===== config.mk =====
export PLATFORM = sky130hd
export DESIGN_NAME = kms_scanner
export DESIGN_NICKNAME = d
export VERILOG_FILES = /design/src/hdl/kms_pkg.sv /design/src/hdl/kms_fifo_if.sv /design/src/hdl/kms_key_fifo.sv /design/src/hdl/kms_scanner.sv
export SDC_FILE = /design/constraint.sdc
export NUM_CORES = 2
export LEC_CHECK = 0
export BUFFER_PORTS_ARGS = -buffer_cell sky130_fd_sc_hd__buf_2
export CAP_MARGIN = 15
export CORE_AREA = 2 2 275 277
export CTS_BUF_LIST = sky130_fd_sc_hd__clkbuf_4 sky130_fd_sc_hd__clkbuf_8
export DETAILED_ROUTE_END_ITERATION = 10
export DIE_AREA = 0 0 277 279
export MAX_ROUTING_LAYER = met4
export PLACE_DENSITY = 0.81
export SLEW_MARGIN = 5
export SYNTH_ARGS = -nofsm -noshare
export SYNTH_HDL_FRONTEND = slang
export SYNTH_SLANG_ARGS = --single-unit

===== constraint.sdc =====
create_clock -name aclk -period 10.1 [get_ports aclk]
set_clock_uncertainty 0.2 [all_clocks]
set_input_delay 0.505 -clock aclk [delete_from_list [all_inputs] [get_ports aclk]]
set_output_delay 0.505 -clock aclk [all_outputs]
set_load 0.02 [all_outputs]

===== src/hdl/kms_pkg.sv =====
// shared constants and types of the key matrix scanner
package kms_pkg;
  localparam int unsigned CLK_HZ = 125_000_000;
  localparam int unsigned SCAN_HZ = 128_000;
  localparam int unsigned TICK_DIV = CLK_HZ / SCAN_HZ;
  localparam int unsigned MAX_ROWS = 8;
  localparam int unsigned MAX_COLS = 20;
  localparam int unsigned MAX_KEYS = MAX_ROWS * MAX_COLS;
  localparam int unsigned FIFO_DEPTH = 16;
  localparam int unsigned CODE_W = 8;
  localparam int unsigned DEB_SCANS_DEF = 3;
  localparam int unsigned NUM_MODS = 4;
  localparam int unsigned SYNC_STAGES = 3;

  localparam logic [7:0] OFF_CTRL = 8'h00;
  localparam logic [7:0] OFF_STAT = 8'h04;
  localparam logic [7:0] OFF_KEY = 8'h08;
  localparam logic [7:0] OFF_MOD = 8'h0C;
  localparam logic [7:0] OFF_MODST = 8'h10;

  localparam int unsigned CTRL_EN_BIT = 0;
  localparam int unsigned CTRL_ROWS_LSB = 8;
  localparam int unsigned CTRL_COLS_LSB = 16;
  localparam logic [31:0] CTRL_RESET = 32'h0014_0800;
  localparam logic [31:0] CTRL_MASK = 32'h001F_0F01;
  localparam logic [31:0] MOD_RESET = 32'hFFFF_FFFF;

  localparam int unsigned ST_EMPTY = 0;
  localparam int unsigned ST_FULL = 1;
  localparam int unsigned ST_OVF = 2;
  localparam int unsigned ST_GHOST = 3;
  localparam int unsigned ST_REQ = 4;
  localparam int unsigned ST_STATE_LSB = 5;
  localparam int unsigned ST_LEVEL_LSB = 8;
  localparam int unsigned KEY_VALID_BIT = 31;

  localparam logic [1:0] RESP_OKAY = 2'h0;
  localparam logic [1:0] RESP_SLVERR = 2'h2;

  typedef enum logic [1:0] {KMS_IDLE, KMS_SCAN, KMS_END} kms_state_e;
endpackage


===== src/hdl/kms_fifo_if.sv =====
// key code buffer signals between scanner and buffer
`timescale 1ns/1ps
interface kms_fifo_if #(parameter int W = 8, parameter int LW = 5);
  logic push;
  logic pop;
  logic [W-1:0] wdata;
  logic [W-1:0] rdata;
  logic full;
  logic empty;
  logic [LW-1:0] level;
  modport producer(output push, output pop, output wdata,
                   input rdata, input full, input empty, input level);
  modport fifo(input push, input pop, input wdata,
               output rdata, output full, output empty, output level);
endinterface


===== src/hdl/kms_key_fifo.sv =====
// first-in first-out key code buffer held in flip-flops
`timescale 1ns/1ps
module kms_key_fifo #(
  parameter int W = 8,
  parameter int DEPTH = 16,
  parameter int LW = 5
) (
  input wire logic aclk,
  input wire logic aresetn,
  kms_fifo_if.fifo f
);
  localparam int AW = $clog2(DEPTH);
  logic [W-1:0] mem [DEPTH];
  logic [AW-1:0] wp;
  logic [AW-1:0] rp;
  logic [LW-1:0] cnt;
  logic do_push;
  logic do_pop;

  assign f.full = (cnt == LW'(DEPTH));
  assign f.empty = (cnt == '0);
  assign f.level = cnt;
  assign f.rdata = mem[rp];
  // a code arriving while full is dropped
  assign do_push = f.push && !f.full; // [RULE_23]
  assign do_pop = f.pop && !f.empty; // [RULE_24]

  always_ff @(posedge aclk) begin
    if (do_push) begin
      mem[wp] <= f.wdata; // [RULE_04]
    end
  end

  always_ff @(posedge aclk) begin
    if (!aresetn) begin
      wp <= '0;
      rp <= '0;
      cnt <= '0;
    end else begin
      if (do_push) begin
        wp <= wp + 1'b1;
      end
      if (do_pop) begin
        rp <= rp + 1'b1; // [RULE_24]
      end
      if (do_push && !do_pop) begin
        cnt <= cnt + 1'b1;
      end else if (do_pop && !do_push) begin
        cnt <= cnt - 1'b1;
      end
    end
  end

  a_fifo_bound: assert property (@(posedge aclk) disable iff (!aresetn) // [RULE_04]
    cnt <= LW'(DEPTH)) else $error("buffer level above depth");
  a_fifo_keep: assert property (@(posedge aclk) disable iff (!aresetn) // [RULE_07]
    (!f.pop && !f.empty) |=> !f.empty) else $error("entry lost without read");
endmodule


===== src/hdl/kms_scanner.sv =====
// key matrix scanner with debounce, ghost detection and AXI4-Lite registers
//
// Contract
// [RULE_01] scan keys one by one over up to 8 rows by 20 columns
// [RULE_02] column count programmable from 1 to 20
// [RULE_03] row count programmable from 1 to 8
// [RULE_04] key codes held in a 16-entry hardware buffer
// [RULE_05] scan steps run at 128 kHz, full matrix in about 1.2 ms
// [RULE_06] report any number of keys, lock out keys caught in a ghost
// [RULE_07] buffered codes stay until read or until overflow
// [RULE_08] row samples debounced and glitch filtered in hardware
// [RULE_09] start in idle after reset, all columns high while idle
// [RULE_10] row change in idle requests the clock and starts a scan
// [RULE_11] idle clears row-hit register and key-index counter
// [RULE_12] row counter runs 0 to rows-1, then wraps and steps column
// [RULE_13] both counters at terminal count moves to scan-end
// [RULE_14] key-index counter increments for each visited key
// [RULE_15] modifier keys matched against stored codes, others buffered
// [RULE_16] row pattern ORed into row-hit only for columns with two hits; the code ORs it for any column with two or more
// [RULE_17] hit in a row already flagged sets the ghost status bit
// [RULE_18] scan-end rescans on activity, else idle and request dropped
// [RULE_19] no clock request while the scanner is disabled
// [RULE_20] request may drop while enabled, raised again on a keypress
// [RULE_21] key status register polled by the microcontroller
// [RULE_22] oscillator on whenever any block requests the clock
// [RULE_23] code into a full buffer dropped, sticky overflow bit set
// [RULE_24] buffer read returns and removes the oldest entry
// [RULE_25] key state accepted after stable over several scans
//
// Implementation choices: the register addresses and register access over AXI4-Lite.
`timescale 1ns/1ps
module kms_scanner
  import kms_pkg::*;
#(
  parameter int ADDR_W = 8,
  parameter int DEB_SCANS = DEB_SCANS_DEF
) (
  input wire logic aclk,
  input wire logic aresetn,
  input wire logic [ADDR_W-1:0] s_axi_awaddr,
  input wire logic [2:0] s_axi_awprot,
  input wire logic s_axi_awvalid,
  output logic s_axi_awready,
  input wire logic [31:0] s_axi_wdata,
  input wire logic [3:0] s_axi_wstrb,
  input wire logic s_axi_wvalid,
  output logic s_axi_wready,
  output logic [1:0] s_axi_bresp,
  output logic s_axi_bvalid,
  input wire logic s_axi_bready,
  input wire logic [ADDR_W-1:0] s_axi_araddr,
  input wire logic [2:0] s_axi_arprot,
  input wire logic s_axi_arvalid,
  output logic s_axi_arready,
  output logic [31:0] s_axi_rdata,
  output logic [1:0] s_axi_rresp,
  output logic s_axi_rvalid,
  input wire logic s_axi_rready,
  input wire logic [MAX_ROWS-1:0] row_in,
  input wire logic peer_clk_req,
  output logic [MAX_COLS-1:0] col_out,
  output logic lp_clk_req,
  output logic lp_osc_on
);
  localparam logic [1:0] DEB_LAST = 2'(DEB_SCANS - 1);
  localparam logic [9:0] TICK_LAST = 10'(TICK_DIV - 1);

  ////////////////////////////////////////////////////////////////////////////
  // helpers
  function automatic logic [2:0] rows_last(input logic [3:0] v);
    if (v == 4'h0) begin
      return 3'h0;
    end else if (v > 4'(MAX_ROWS)) begin
      return 3'(MAX_ROWS - 1);
    end
    return 3'(v - 4'h1);
  endfunction

  function automatic logic [4:0] cols_last(input logic [4:0] v);
    if (v == 5'h00) begin
      return 5'h00;
    end else if (v > 5'(MAX_COLS)) begin
      return 5'(MAX_COLS - 1);
    end
    return v - 5'h01;
  endfunction

  function automatic logic two_or_more(input logic [MAX_ROWS-1:0] v);
    return (v & (v - 1'b1)) != '0;
  endfunction

  function automatic logic [NUM_MODS-1:0] mod_match(input logic [7:0] idx,
                                                    input logic [31:0] mods);
    logic [NUM_MODS-1:0] m;
    m = '0;
    for (int i = 0; i < NUM_MODS; i++) begin
      m[i] = (mods[i*8 +: 8] == idx);
    end
    return m;
  endfunction

  function automatic logic [31:0] merge(input logic [31:0] old,
                                        input logic [31:0] nw,
                                        input logic [3:0] strb);
    logic [31:0] r;
    r = old;
    for (int i = 0; i < 4; i++) begin
      if (strb[i]) begin
        r[i*8 +: 8] = nw[i*8 +: 8];
      end
    end
    return r;
  endfunction

  ////////////////////////////////////////////////////////////////////////////
  // declarations
  kms_fifo_if #(.W(CODE_W), .LW(5)) kf();
  kms_state_e state;
  logic [31:0] ctrl;
  logic [31:0] mods;
  logic [NUM_MODS-1:0] mod_state;
  logic ovf;
  logic ghost;
  logic [9:0] div_cnt;
  logic tick;
  logic [SYNC_STAGES-1:0] row_sync [MAX_ROWS];
  logic [MAX_ROWS-1:0] row_f;
  logic [MAX_ROWS-1:0] row_prev;
  logic [SYNC_STAGES-1:0] peer_sync;
  logic peer_f;
  logic [2:0] row;
  logic [4:0] col;
  logic [7:0] kidx;
  logic [MAX_ROWS-1:0] row_hit;
  logic [MAX_ROWS-1:0] col_pat;
  logic any_hit;
  logic [MAX_KEYS-1:0] acc;
  logic [1:0] dcnt [MAX_KEYS];
  logic push_q;
  logic [CODE_W-1:0] push_code;
  logic [ADDR_W-1:0] aw_addr;
  logic [31:0] w_data;
  logic [3:0] w_strb;
  logic en;
  logic step;
  logic pressed;
  logic last_row;
  logic last_col;
  logic ghost_hit;
  logic change;
  logic accept;
  logic [MAX_ROWS-1:0] pat_all;
  logic [NUM_MODS-1:0] mhit;
  logic wr_fire;
  logic ar_fire;
  logic stat_clr;
  logic [31:0] stat_word;

  kms_key_fifo #(.W(CODE_W), .DEPTH(FIFO_DEPTH), .LW(5)) kms_key_fifo_i (
    .aclk(aclk),
    .aresetn(aresetn),
    .f(kf.fifo)
  );

  ////////////////////////////////////////////////////////////////////////////
  // scan step decode
  assign en = ctrl[CTRL_EN_BIT];
  assign step = tick && (state == KMS_SCAN);
  assign pressed = ~row_f[row];
  assign last_row = (row == rows_last(ctrl[CTRL_ROWS_LSB +: 4])); // [RULE_03]
  assign last_col = (col == cols_last(ctrl[CTRL_COLS_LSB +: 5])); // [RULE_02]
  assign ghost_hit = step && pressed && row_hit[row]; // [RULE_17]
  assign change = pressed != acc[kidx];
  // a press in a ghost row is held back, a release is not
  assign accept = step && change && (dcnt[kidx] == DEB_LAST) &&
                  !(pressed && row_hit[row]); // [RULE_06] [RULE_25]
  assign pat_all = col_pat | ({7'h00, pressed} << row);
  assign mhit = mod_match(kidx, mods);

  ////////////////////////////////////////////////////////////////////////////
  // 128 kHz step enable
  always_ff @(posedge aclk) begin
    if (!aresetn) begin
      div_cnt <= '0;
      tick <= 1'b0;
    end else begin
      tick <= (div_cnt == TICK_LAST); // [RULE_05]
      div_cnt <= (div_cnt == TICK_LAST) ? 10'h000 : div_cnt + 10'h001;
    end
  end

  ////////////////////////////////////////////////////////////////////////////
  // input synchronisers, a change counts once stages two and three agree
  generate
    for (genvar g = 0; g < MAX_ROWS; g++) begin : g_row_sync
      always_ff @(posedge aclk) begin
        if (!aresetn) begin
          row_sync[g] <= '1;
          row_f[g] <= 1'b1;
        end else begin
          row_sync[g] <= {row_sync[g][1:0], row_in[g]};
          if (row_sync[g][1] == row_sync[g][2]) begin
            row_f[g] <= row_sync[g][2]; // [RULE_08]
          end
        end
      end
    end
  endgenerate

  always_ff @(posedge aclk) begin
    if (!aresetn) begin
      peer_sync <= '0;
      peer_f <= 1'b0;
    end else begin
      peer_sync <= {peer_sync[1:0], peer_clk_req};
      if (peer_sync[1] == peer_sync[2]) begin
        peer_f <= peer_sync[2];
      end
    end
  end

  ////////////////////////////////////////////////////////////////////////////
  // scan state machine and counters
  always_ff @(posedge aclk) begin
    if (!aresetn) begin
      state <= KMS_IDLE; // [RULE_09]
      row <= '0;
      col <= '0;
      kidx <= '0;
      row_hit <= '0;
      col_pat <= '0;
      any_hit <= 1'b0;
      row_prev <= '1;
    end else begin
      row_prev <= row_f;
      if (!en) begin
        state <= KMS_IDLE; // [RULE_19]
        kidx <= '0;
        row_hit <= '0;
      end else begin
        case (state)
          KMS_IDLE: begin
            kidx <= '0; // [RULE_11]
            row_hit <= '0; // [RULE_11]
            row <= '0;
            col <= '0;
            col_pat <= '0;
            any_hit <= 1'b0;
            if (row_f != row_prev) begin
              state <= KMS_SCAN; // [RULE_10] [RULE_20]
            end
          end
          KMS_SCAN: begin
            if (tick) begin
              kidx <= kidx + 8'h01; // [RULE_14]
              if (pressed || change || dcnt[kidx] != 2'h0) begin
                any_hit <= 1'b1;
              end
              if (last_row) begin
                row <= '0; // [RULE_12]
                col_pat <= '0;
                if (two_or_more(pat_all)) begin
                  row_hit <= row_hit | pat_all; // [RULE_16]
                end
                if (last_col) begin
                  col <= '0;
                  state <= KMS_END; // [RULE_13]
                end else begin
                  col <= col + 5'h01; // [RULE_01]
                end
              end else begin
                row <= row + 3'h1; // [RULE_12]
                col_pat <= pat_all;
              end
            end
          end
          KMS_END: begin
            if (tick) begin
              kidx <= '0;
              row_hit <= '0;
              any_hit <= 1'b0;
              state <= any_hit ? KMS_SCAN : KMS_IDLE; // [RULE_18]
            end
          end
          default: begin
            state <= KMS_IDLE;
          end
        endcase
      end
    end
  end

  ////////////////////////////////////////////////////////////////////////////
  // per-key debounce memory
  always_ff @(posedge aclk) begin
    if (!aresetn) begin
      acc <= '0;
      for (int i = 0; i < MAX_KEYS; i++) begin
        dcnt[i] <= 2'h0;
      end
    end else if (step) begin
      if (!change) begin
        dcnt[kidx] <= 2'h0; // [RULE_25]
      end else if (accept) begin
        acc[kidx] <= pressed; // [RULE_25]
        dcnt[kidx] <= 2'h0;
      end else if (dcnt[kidx] != DEB_LAST) begin
        dcnt[kidx] <= dcnt[kidx] + 2'h1;
      end
    end
  end

  ////////////////////////////////////////////////////////////////////////////
  // modifier tracking and key code hand-off
  always_ff @(posedge aclk) begin
    if (!aresetn) begin
      push_q <= 1'b0;
      push_code <= '0;
      mod_state <= '0;
    end else begin
      push_q <= 1'b0;
      if (accept && mhit != '0) begin
        for (int i = 0; i < NUM_MODS; i++) begin
          if (mhit[i]) begin
            mod_state[i] <= pressed; // [RULE_15]
          end
        end
      end else if (accept && pressed) begin
        push_q <= 1'b1; // [RULE_15]
        push_code <= kidx;
      end
    end
  end

  assign kf.push = push_q;
  assign kf.wdata = push_code;
  assign kf.pop = ar_fire && (s_axi_araddr == OFF_KEY) && !kf.empty; // [RULE_24]

  ////////////////////////////////////////////////////////////////////////////
  // sticky status flags, a set wins over a clear
  assign stat_clr = wr_fire && (aw_addr == OFF_STAT) && w_strb[0];

  always_ff @(posedge aclk) begin
    if (!aresetn) begin
      ovf <= 1'b0;
      ghost <= 1'b0;
    end else begin
      if (push_q && kf.full) begin
        ovf <= 1'b1; // [RULE_23]
      end else if (stat_clr && w_data[ST_OVF]) begin
        ovf <= 1'b0;
      end
      if (ghost_hit) begin
        ghost <= 1'b1; // [RULE_17]
      end else if (stat_clr && w_data[ST_GHOST]) begin
        ghost <= 1'b0;
      end
    end
  end

  ////////////////////////////////////////////////////////////////////////////
  // pins and clock request
  always_ff @(posedge aclk) begin
    if (!aresetn) begin
      col_out <= '1;
      lp_clk_req <= 1'b0;
      lp_osc_on <= 1'b0;
    end else begin
      if (state == KMS_SCAN) begin
        col_out <= ~(MAX_COLS'(1) << col); // [RULE_01]
      end else begin
        col_out <= '1; // [RULE_09]
      end
      lp_clk_req <= en && (state != KMS_IDLE); // [RULE_19] [RULE_18]
      lp_osc_on <= lp_clk_req || peer_f; // [RULE_22]
    end
  end

  ////////////////////////////////////////////////////////////////////////////
  // AXI4-Lite write channel
  assign wr_fire = !s_axi_awready && !s_axi_wready && !s_axi_bvalid;

  always_ff @(posedge aclk) begin
    if (!aresetn) begin
      s_axi_awready <= 1'b1;
      s_axi_wready <= 1'b1;
      s_axi_bvalid <= 1'b0;
      s_axi_bresp <= RESP_OKAY;
      aw_addr <= '0;
      w_data <= '0;
      w_strb <= '0;
    end else begin
      if (s_axi_awvalid && s_axi_awready) begin
        s_axi_awready <= 1'b0;
        aw_addr <= s_axi_awaddr;
      end
      if (s_axi_wvalid && s_axi_wready) begin
        s_axi_wready <= 1'b0;
        w_data <= s_axi_wdata;
        w_strb <= s_axi_wstrb;
      end
      if (wr_fire) begin
        s_axi_bvalid <= 1'b1;
        if (aw_addr == OFF_CTRL || aw_addr == OFF_STAT || aw_addr == OFF_MOD) begin
          s_axi_bresp <= RESP_OKAY;
        end else begin
          s_axi_bresp <= RESP_SLVERR;
        end
      end else if (s_axi_bvalid && s_axi_bready) begin
        s_axi_bvalid <= 1'b0;
        s_axi_awready <= 1'b1;
        s_axi_wready <= 1'b1;
      end
    end
  end

  always_ff @(posedge aclk) begin
    if (!aresetn) begin
      ctrl <= CTRL_RESET;
      mods <= MOD_RESET;
    end else if (wr_fire) begin
      if (aw_addr == OFF_CTRL) begin
        ctrl <= merge(ctrl, w_data, w_strb) & CTRL_MASK; // [RULE_02] [RULE_03]
      end else if (aw_addr == OFF_MOD) begin
        mods <= merge(mods, w_data, w_strb);
      end
    end
  end

  ////////////////////////////////////////////////////////////////////////////
  // AXI4-Lite read channel
  assign ar_fire = s_axi_arvalid && s_axi_arready;
  assign stat_word = {19'h00000, kf.level, 1'b0, state, lp_clk_req, ghost, ovf,
                      kf.full, kf.empty};

  always_ff @(posedge aclk) begin
    if (!aresetn) begin
      s_axi_arready <= 1'b1;
      s_axi_rvalid <= 1'b0;
      s_axi_rdata <= '0;
      s_axi_rresp <= RESP_OKAY;
    end else if (ar_fire) begin
      s_axi_arready <= 1'b0;
      s_axi_rvalid <= 1'b1;
      s_axi_rresp <= RESP_OKAY;
      if (s_axi_araddr == OFF_CTRL) begin
        s_axi_rdata <= ctrl;
      end else if (s_axi_araddr == OFF_STAT) begin
        s_axi_rdata <= stat_word; // [RULE_21]
      end else if (s_axi_araddr == OFF_KEY) begin
        // an empty buffer reads as zero, never as stale storage
        s_axi_rdata <= {!kf.empty, 23'h000000, (kf.empty ? 8'h00 : kf.rdata)}; // [RULE_24]
      end else if (s_axi_araddr == OFF_MOD) begin
        s_axi_rdata <= mods;
      end else if (s_axi_araddr == OFF_MODST) begin
        s_axi_rdata <= {28'h0000000, mod_state};
      end else begin
        s_axi_rdata <= '0;
        s_axi_rresp <= RESP_SLVERR;
      end
    end else if (s_axi_rvalid && s_axi_rready) begin
      s_axi_rvalid <= 1'b0;
      s_axi_arready <= 1'b1;
    end
  end

  ////////////////////////////////////////////////////////////////////////////
  // checks
  a_idle_cols_high: assert property (@(posedge aclk) disable iff (!aresetn) // [RULE_09]
    (state == KMS_IDLE) |=> (col_out == '1)) else $error("column low in idle");
  a_req_disabled: assert property (@(posedge aclk) disable iff (!aresetn) // [RULE_19]
    !en |=> !lp_clk_req) else $error("clock request while disabled");
  a_idle_clears: assert property (@(posedge aclk) disable iff (!aresetn) // [RULE_11]
    (en && state == KMS_IDLE) |=> (kidx == 8'h00 && row_hit == '0))
    else $error("index or row-hit not cleared in idle");
  a_row_wrap: assert property (@(posedge aclk) disable iff (!aresetn) // [RULE_12]
    (step && last_row && !last_col && en) |=> (row == 3'h0 && col == $past(col) + 5'h01))
    else $error("row wrap or column step wrong");
  a_scan_to_end: assert property (@(posedge aclk) disable iff (!aresetn) // [RULE_13]
    (step && last_row && last_col && en) |=> (state == KMS_END))
    else $error("scan did not reach scan-end");
  a_end_idle: assert property (@(posedge aclk) disable iff (!aresetn) // [RULE_18]
    (en && tick && state == KMS_END && !any_hit) |=> (state == KMS_IDLE) ##1 !lp_clk_req)
    else $error("scan-end did not release request");
  a_ghost_flag: assert property (@(posedge aclk) disable iff (!aresetn) // [RULE_17]
    ghost_hit |=> ghost) else $error("ghost bit not set");
  a_overflow_flag: assert property (@(posedge aclk) disable iff (!aresetn) // [RULE_23]
    (push_q && kf.full && !kf.pop) |=> (ovf && kf.full)) else $error("overflow not flagged");
  a_osc_on: assert property (@(posedge aclk) disable iff (!aresetn) // [RULE_22]
    lp_clk_req |=> lp_osc_on) else $error("oscillator off under request");
  a_step_rate: assert property (@(posedge aclk) disable iff (!aresetn) // [RULE_05]
    tick |=> !tick [*8]) else $error("step enable too frequent");
endmodule


==> reports/metrics.yaml <==
p_leak_uw: 0.01603
switchingPower_uw: 1940
layout_min_cycle_time_ns: 7.091
ys_seq_area_share_pct: 58.41
clock_sinks: 1077
maxCapViolations: 0
crit_type: "register to register"
finalWirelength_mm: 132.8
design.die.area_mm2: 0.07728
drc: 0
htreeDepth: 4
endpoint_kind: "register"
grt_max_degree: 162
cts_root_buffer: "clkbuf_8"
synth_area_mm2: 0.04788
dp_hpwl_mm: 76.90
pwr-share-seq_pct: 53.7
setup_violations: 0
track_usage_pct: 34.87
ys_seq_elements: 1077
worst_pin_slew_ns: 1.327
crit_path_start_kind: "register"
fill_cells: 4792
synth_area_leaders: "edfxtp_1 40%, dfxtp_1 18%, mux4_2 9.3%"
dpl.cell_count: 4858
place_ws_ns: 3.167
p_int_uw: 6897
power_frac_comb_pct: 2.7
synth_top_area_share_pct: 40.14
maxSlewViolCount: 0
clk_pin_slew_ns: 0.07
period_share_pct: 70.21
initial_core_util_pct: 64.64
multi_input_area_mm2: 0.01803
overflow: 0
pwr-share-clk_pct: 43.6
hp-class: "input pin to register"
synthArstFlopShare_pct: 0
final_nets: 4240
worstPathArrival_ns: 7.56
gp_congestion: 0.9154
grt_first_pass_wirelength_mm: 201.2
synth_edf_count: 640
power.density_mw_per_mm2: 166.9
antenna_found_initial: 2
clkLatencyLatePin_ns: 0.85
coreArea_mm2: 0.07407
syn2layout_area_growth_pct: 10.58
cp_data_required_time_ns: 10.57
grt_pass1_vias: 35220
yosysTopAreaCell: "edfxtp_1"
regArea_mm2: 0.02799
fp-row-count: 100
critPathMaxFanout: 76
yosysMostFrequentCell: "edfxtp_1"
cts_resized: 0
synth_top_flop_cell: "edfxtp_1"
rsz0062_at_grt: "no"
syn_avg_cell_area_um2: 11.70
vias: 35970
max_freq_ghz: 0.1410
ys_warn_count: 0
final_cells: 5241
viasPerCell: 6.863
syn_inst: 4092
ant_nets: 0
portBuffers: 128
fin_ws_ns: 3.009
wl_per_cell_um: 25.34
slew-limit-headroom_pct: 10.84
synthTopCellsByCount: "640 x edfxtp_1, 437 x dfxtp_1, 385 x nor2_1, 330 x nand2_1, 326 x o21ai_0"
outcome: "completed"
finalHoldViolations: 0
drt-initial-drc-count: 5365
cts_buffers: 166
die_x_um: 277
switching_share_pct: 21.95
die-height_um: 279
drive_gt1_share_pct: 18.05
synth_cell_types: 78
ir_worst_vdd_mv: 0.1490
dr.pass1.iters: 7
ios: 137
tritoncts: "yes"
clockBufferDepth: 3
fin_setup_tns_ns: 0
per-layer routing:
metal,GRT usage (%),vias to the layer above,wire length [um]
met3,7.020,571,15850
met4,19.27,0,7753
met5,-,-,0
li1,-,15400,-
met2,54.22,2624,62960
met1,43.28,17370,46250
critical path, stage by stage, from the launching register on:
cell	delay, ns
dfxtp_4	0.94
buf_12	0.52
mux4_1	0.53
mux2_2	0.22
a22oi_1	0.08
a311o_1	0.40
nand4_4	0.52
nand2_1	0.17
ha_1	0.32
nor3b_2	0.80
nand2_1	0.12
buf_4	0.30
inv_2	0.73
nand2_1	0.63
nor2_1	0.26
worst paths after layout:
| path | from | to | slack, ns | depth (start not counted) |
|---|---|---|---|---|
| max | register | dcnt[17][1]$_SDFFCE_PN0P_ | 3.01 | 14 |
| min | s_axi_araddr[5] | s_axi_rresp[1]$_SDFFE_PN0P_ | 0.08 | 5 |
| max reg2reg | register | dcnt[17][1]$_SDFFCE_PN0P_ | 3.01 | 14 |
| min reg2reg | row_sync[1][6]$_SDFF_PN1_ | row_sync[1][7]$_SDFF_PN1_ | 0.21 | 1 |
cell usage in the layout (no fill, tap or decap), types with 49 or more instances in the layout:
| master | instances |
|---|---|
| nand3_1 | 222 |
| clkbuf_8 | 186 |
| clkbuf_4 | 73 |
| o21ai_0 | 326 |
| nand2_1 | 330 |
| dfxtp_1 | 430 |
| buf_2 | 127 |
| edfxtp_1 | 640 |
| a211oi_1 | 129 |
| mux2i_1 | 66 |
| nor3_1 | 101 |
| buf_4 | 72 |
| nor2_1 | 384 |
| mux4_2 | 198 |
| dlygate4sd3_1 | 77 |
| nand2b_1 | 49 |
| a21oi_1 | 281 |
cell families after synthesis:
family	count (synthesis)	synth area share (%)
AO/OA/AOI/OAI	932	12.23
adder cells (fa/ha/maj)	31	0.8153
other	1	0.007832
XOR/XNOR	66	1.207
AND/OR/NAND/NOR	1261	12.08
multiplexers	282	11.21
flip-flops	1077	58.41
buffers and inverters	442	4.042
per-stage QoR:
stage	area, um2	power (uW)	utilization [%]	hold WS, ns
floorplan	47890	4966	-	0.1863
global placement	48590	5024	65.60	0.1914
detailed placement	48590	5033	65.60	0.1964
CTS	52900	8821	71.42	0.002032
global route	52950	9051	71.48	0.1268
finish	52950	8836	71.48	0.08134
final cells by class:
class | count | share of cell area (%)
Sequential cell | 1077 | 52.85
Multi-Input combinational cell | 2574 | 34.04
Clock buffer | 259 | 5.870
Timing Repair Buffer | 282 | 3.864
Tap cell | 969 | 2.290
Clock inverter | 43 | 0.8058
Inverter | 36 | 0.2694
Antenna cell | 1 | 0.004726
registers in the layout, summed over array words and instances (netlist names), 10 cells and up, named ones only:
name	flops
col_out	20
s_axi_rdata	32
w_data	32
dcnt	512
div_cnt	10
mods	32
acc	160
ctrl	10
row_sync	24
kms_key_fifo_i.mem	128
power by group through the flow:
stage                     combinational [uW]  clock [uW]  sequential, uW
final                                    235        3860            4740
after global routing                     251        4050            4750
after CTS                                222        3860            4740
after detailed placement                 198           0            4830
after global placement                   193           0            4830
after floorplan                          140           0            4830
repair_timing:
action	in CTS	in global routing
hold endpoints to repair	68	0
hold buffers	77	0
endpoints found under the setup margin	0	0
setup buffers	0	0
(Power assumes the default switching activity.)
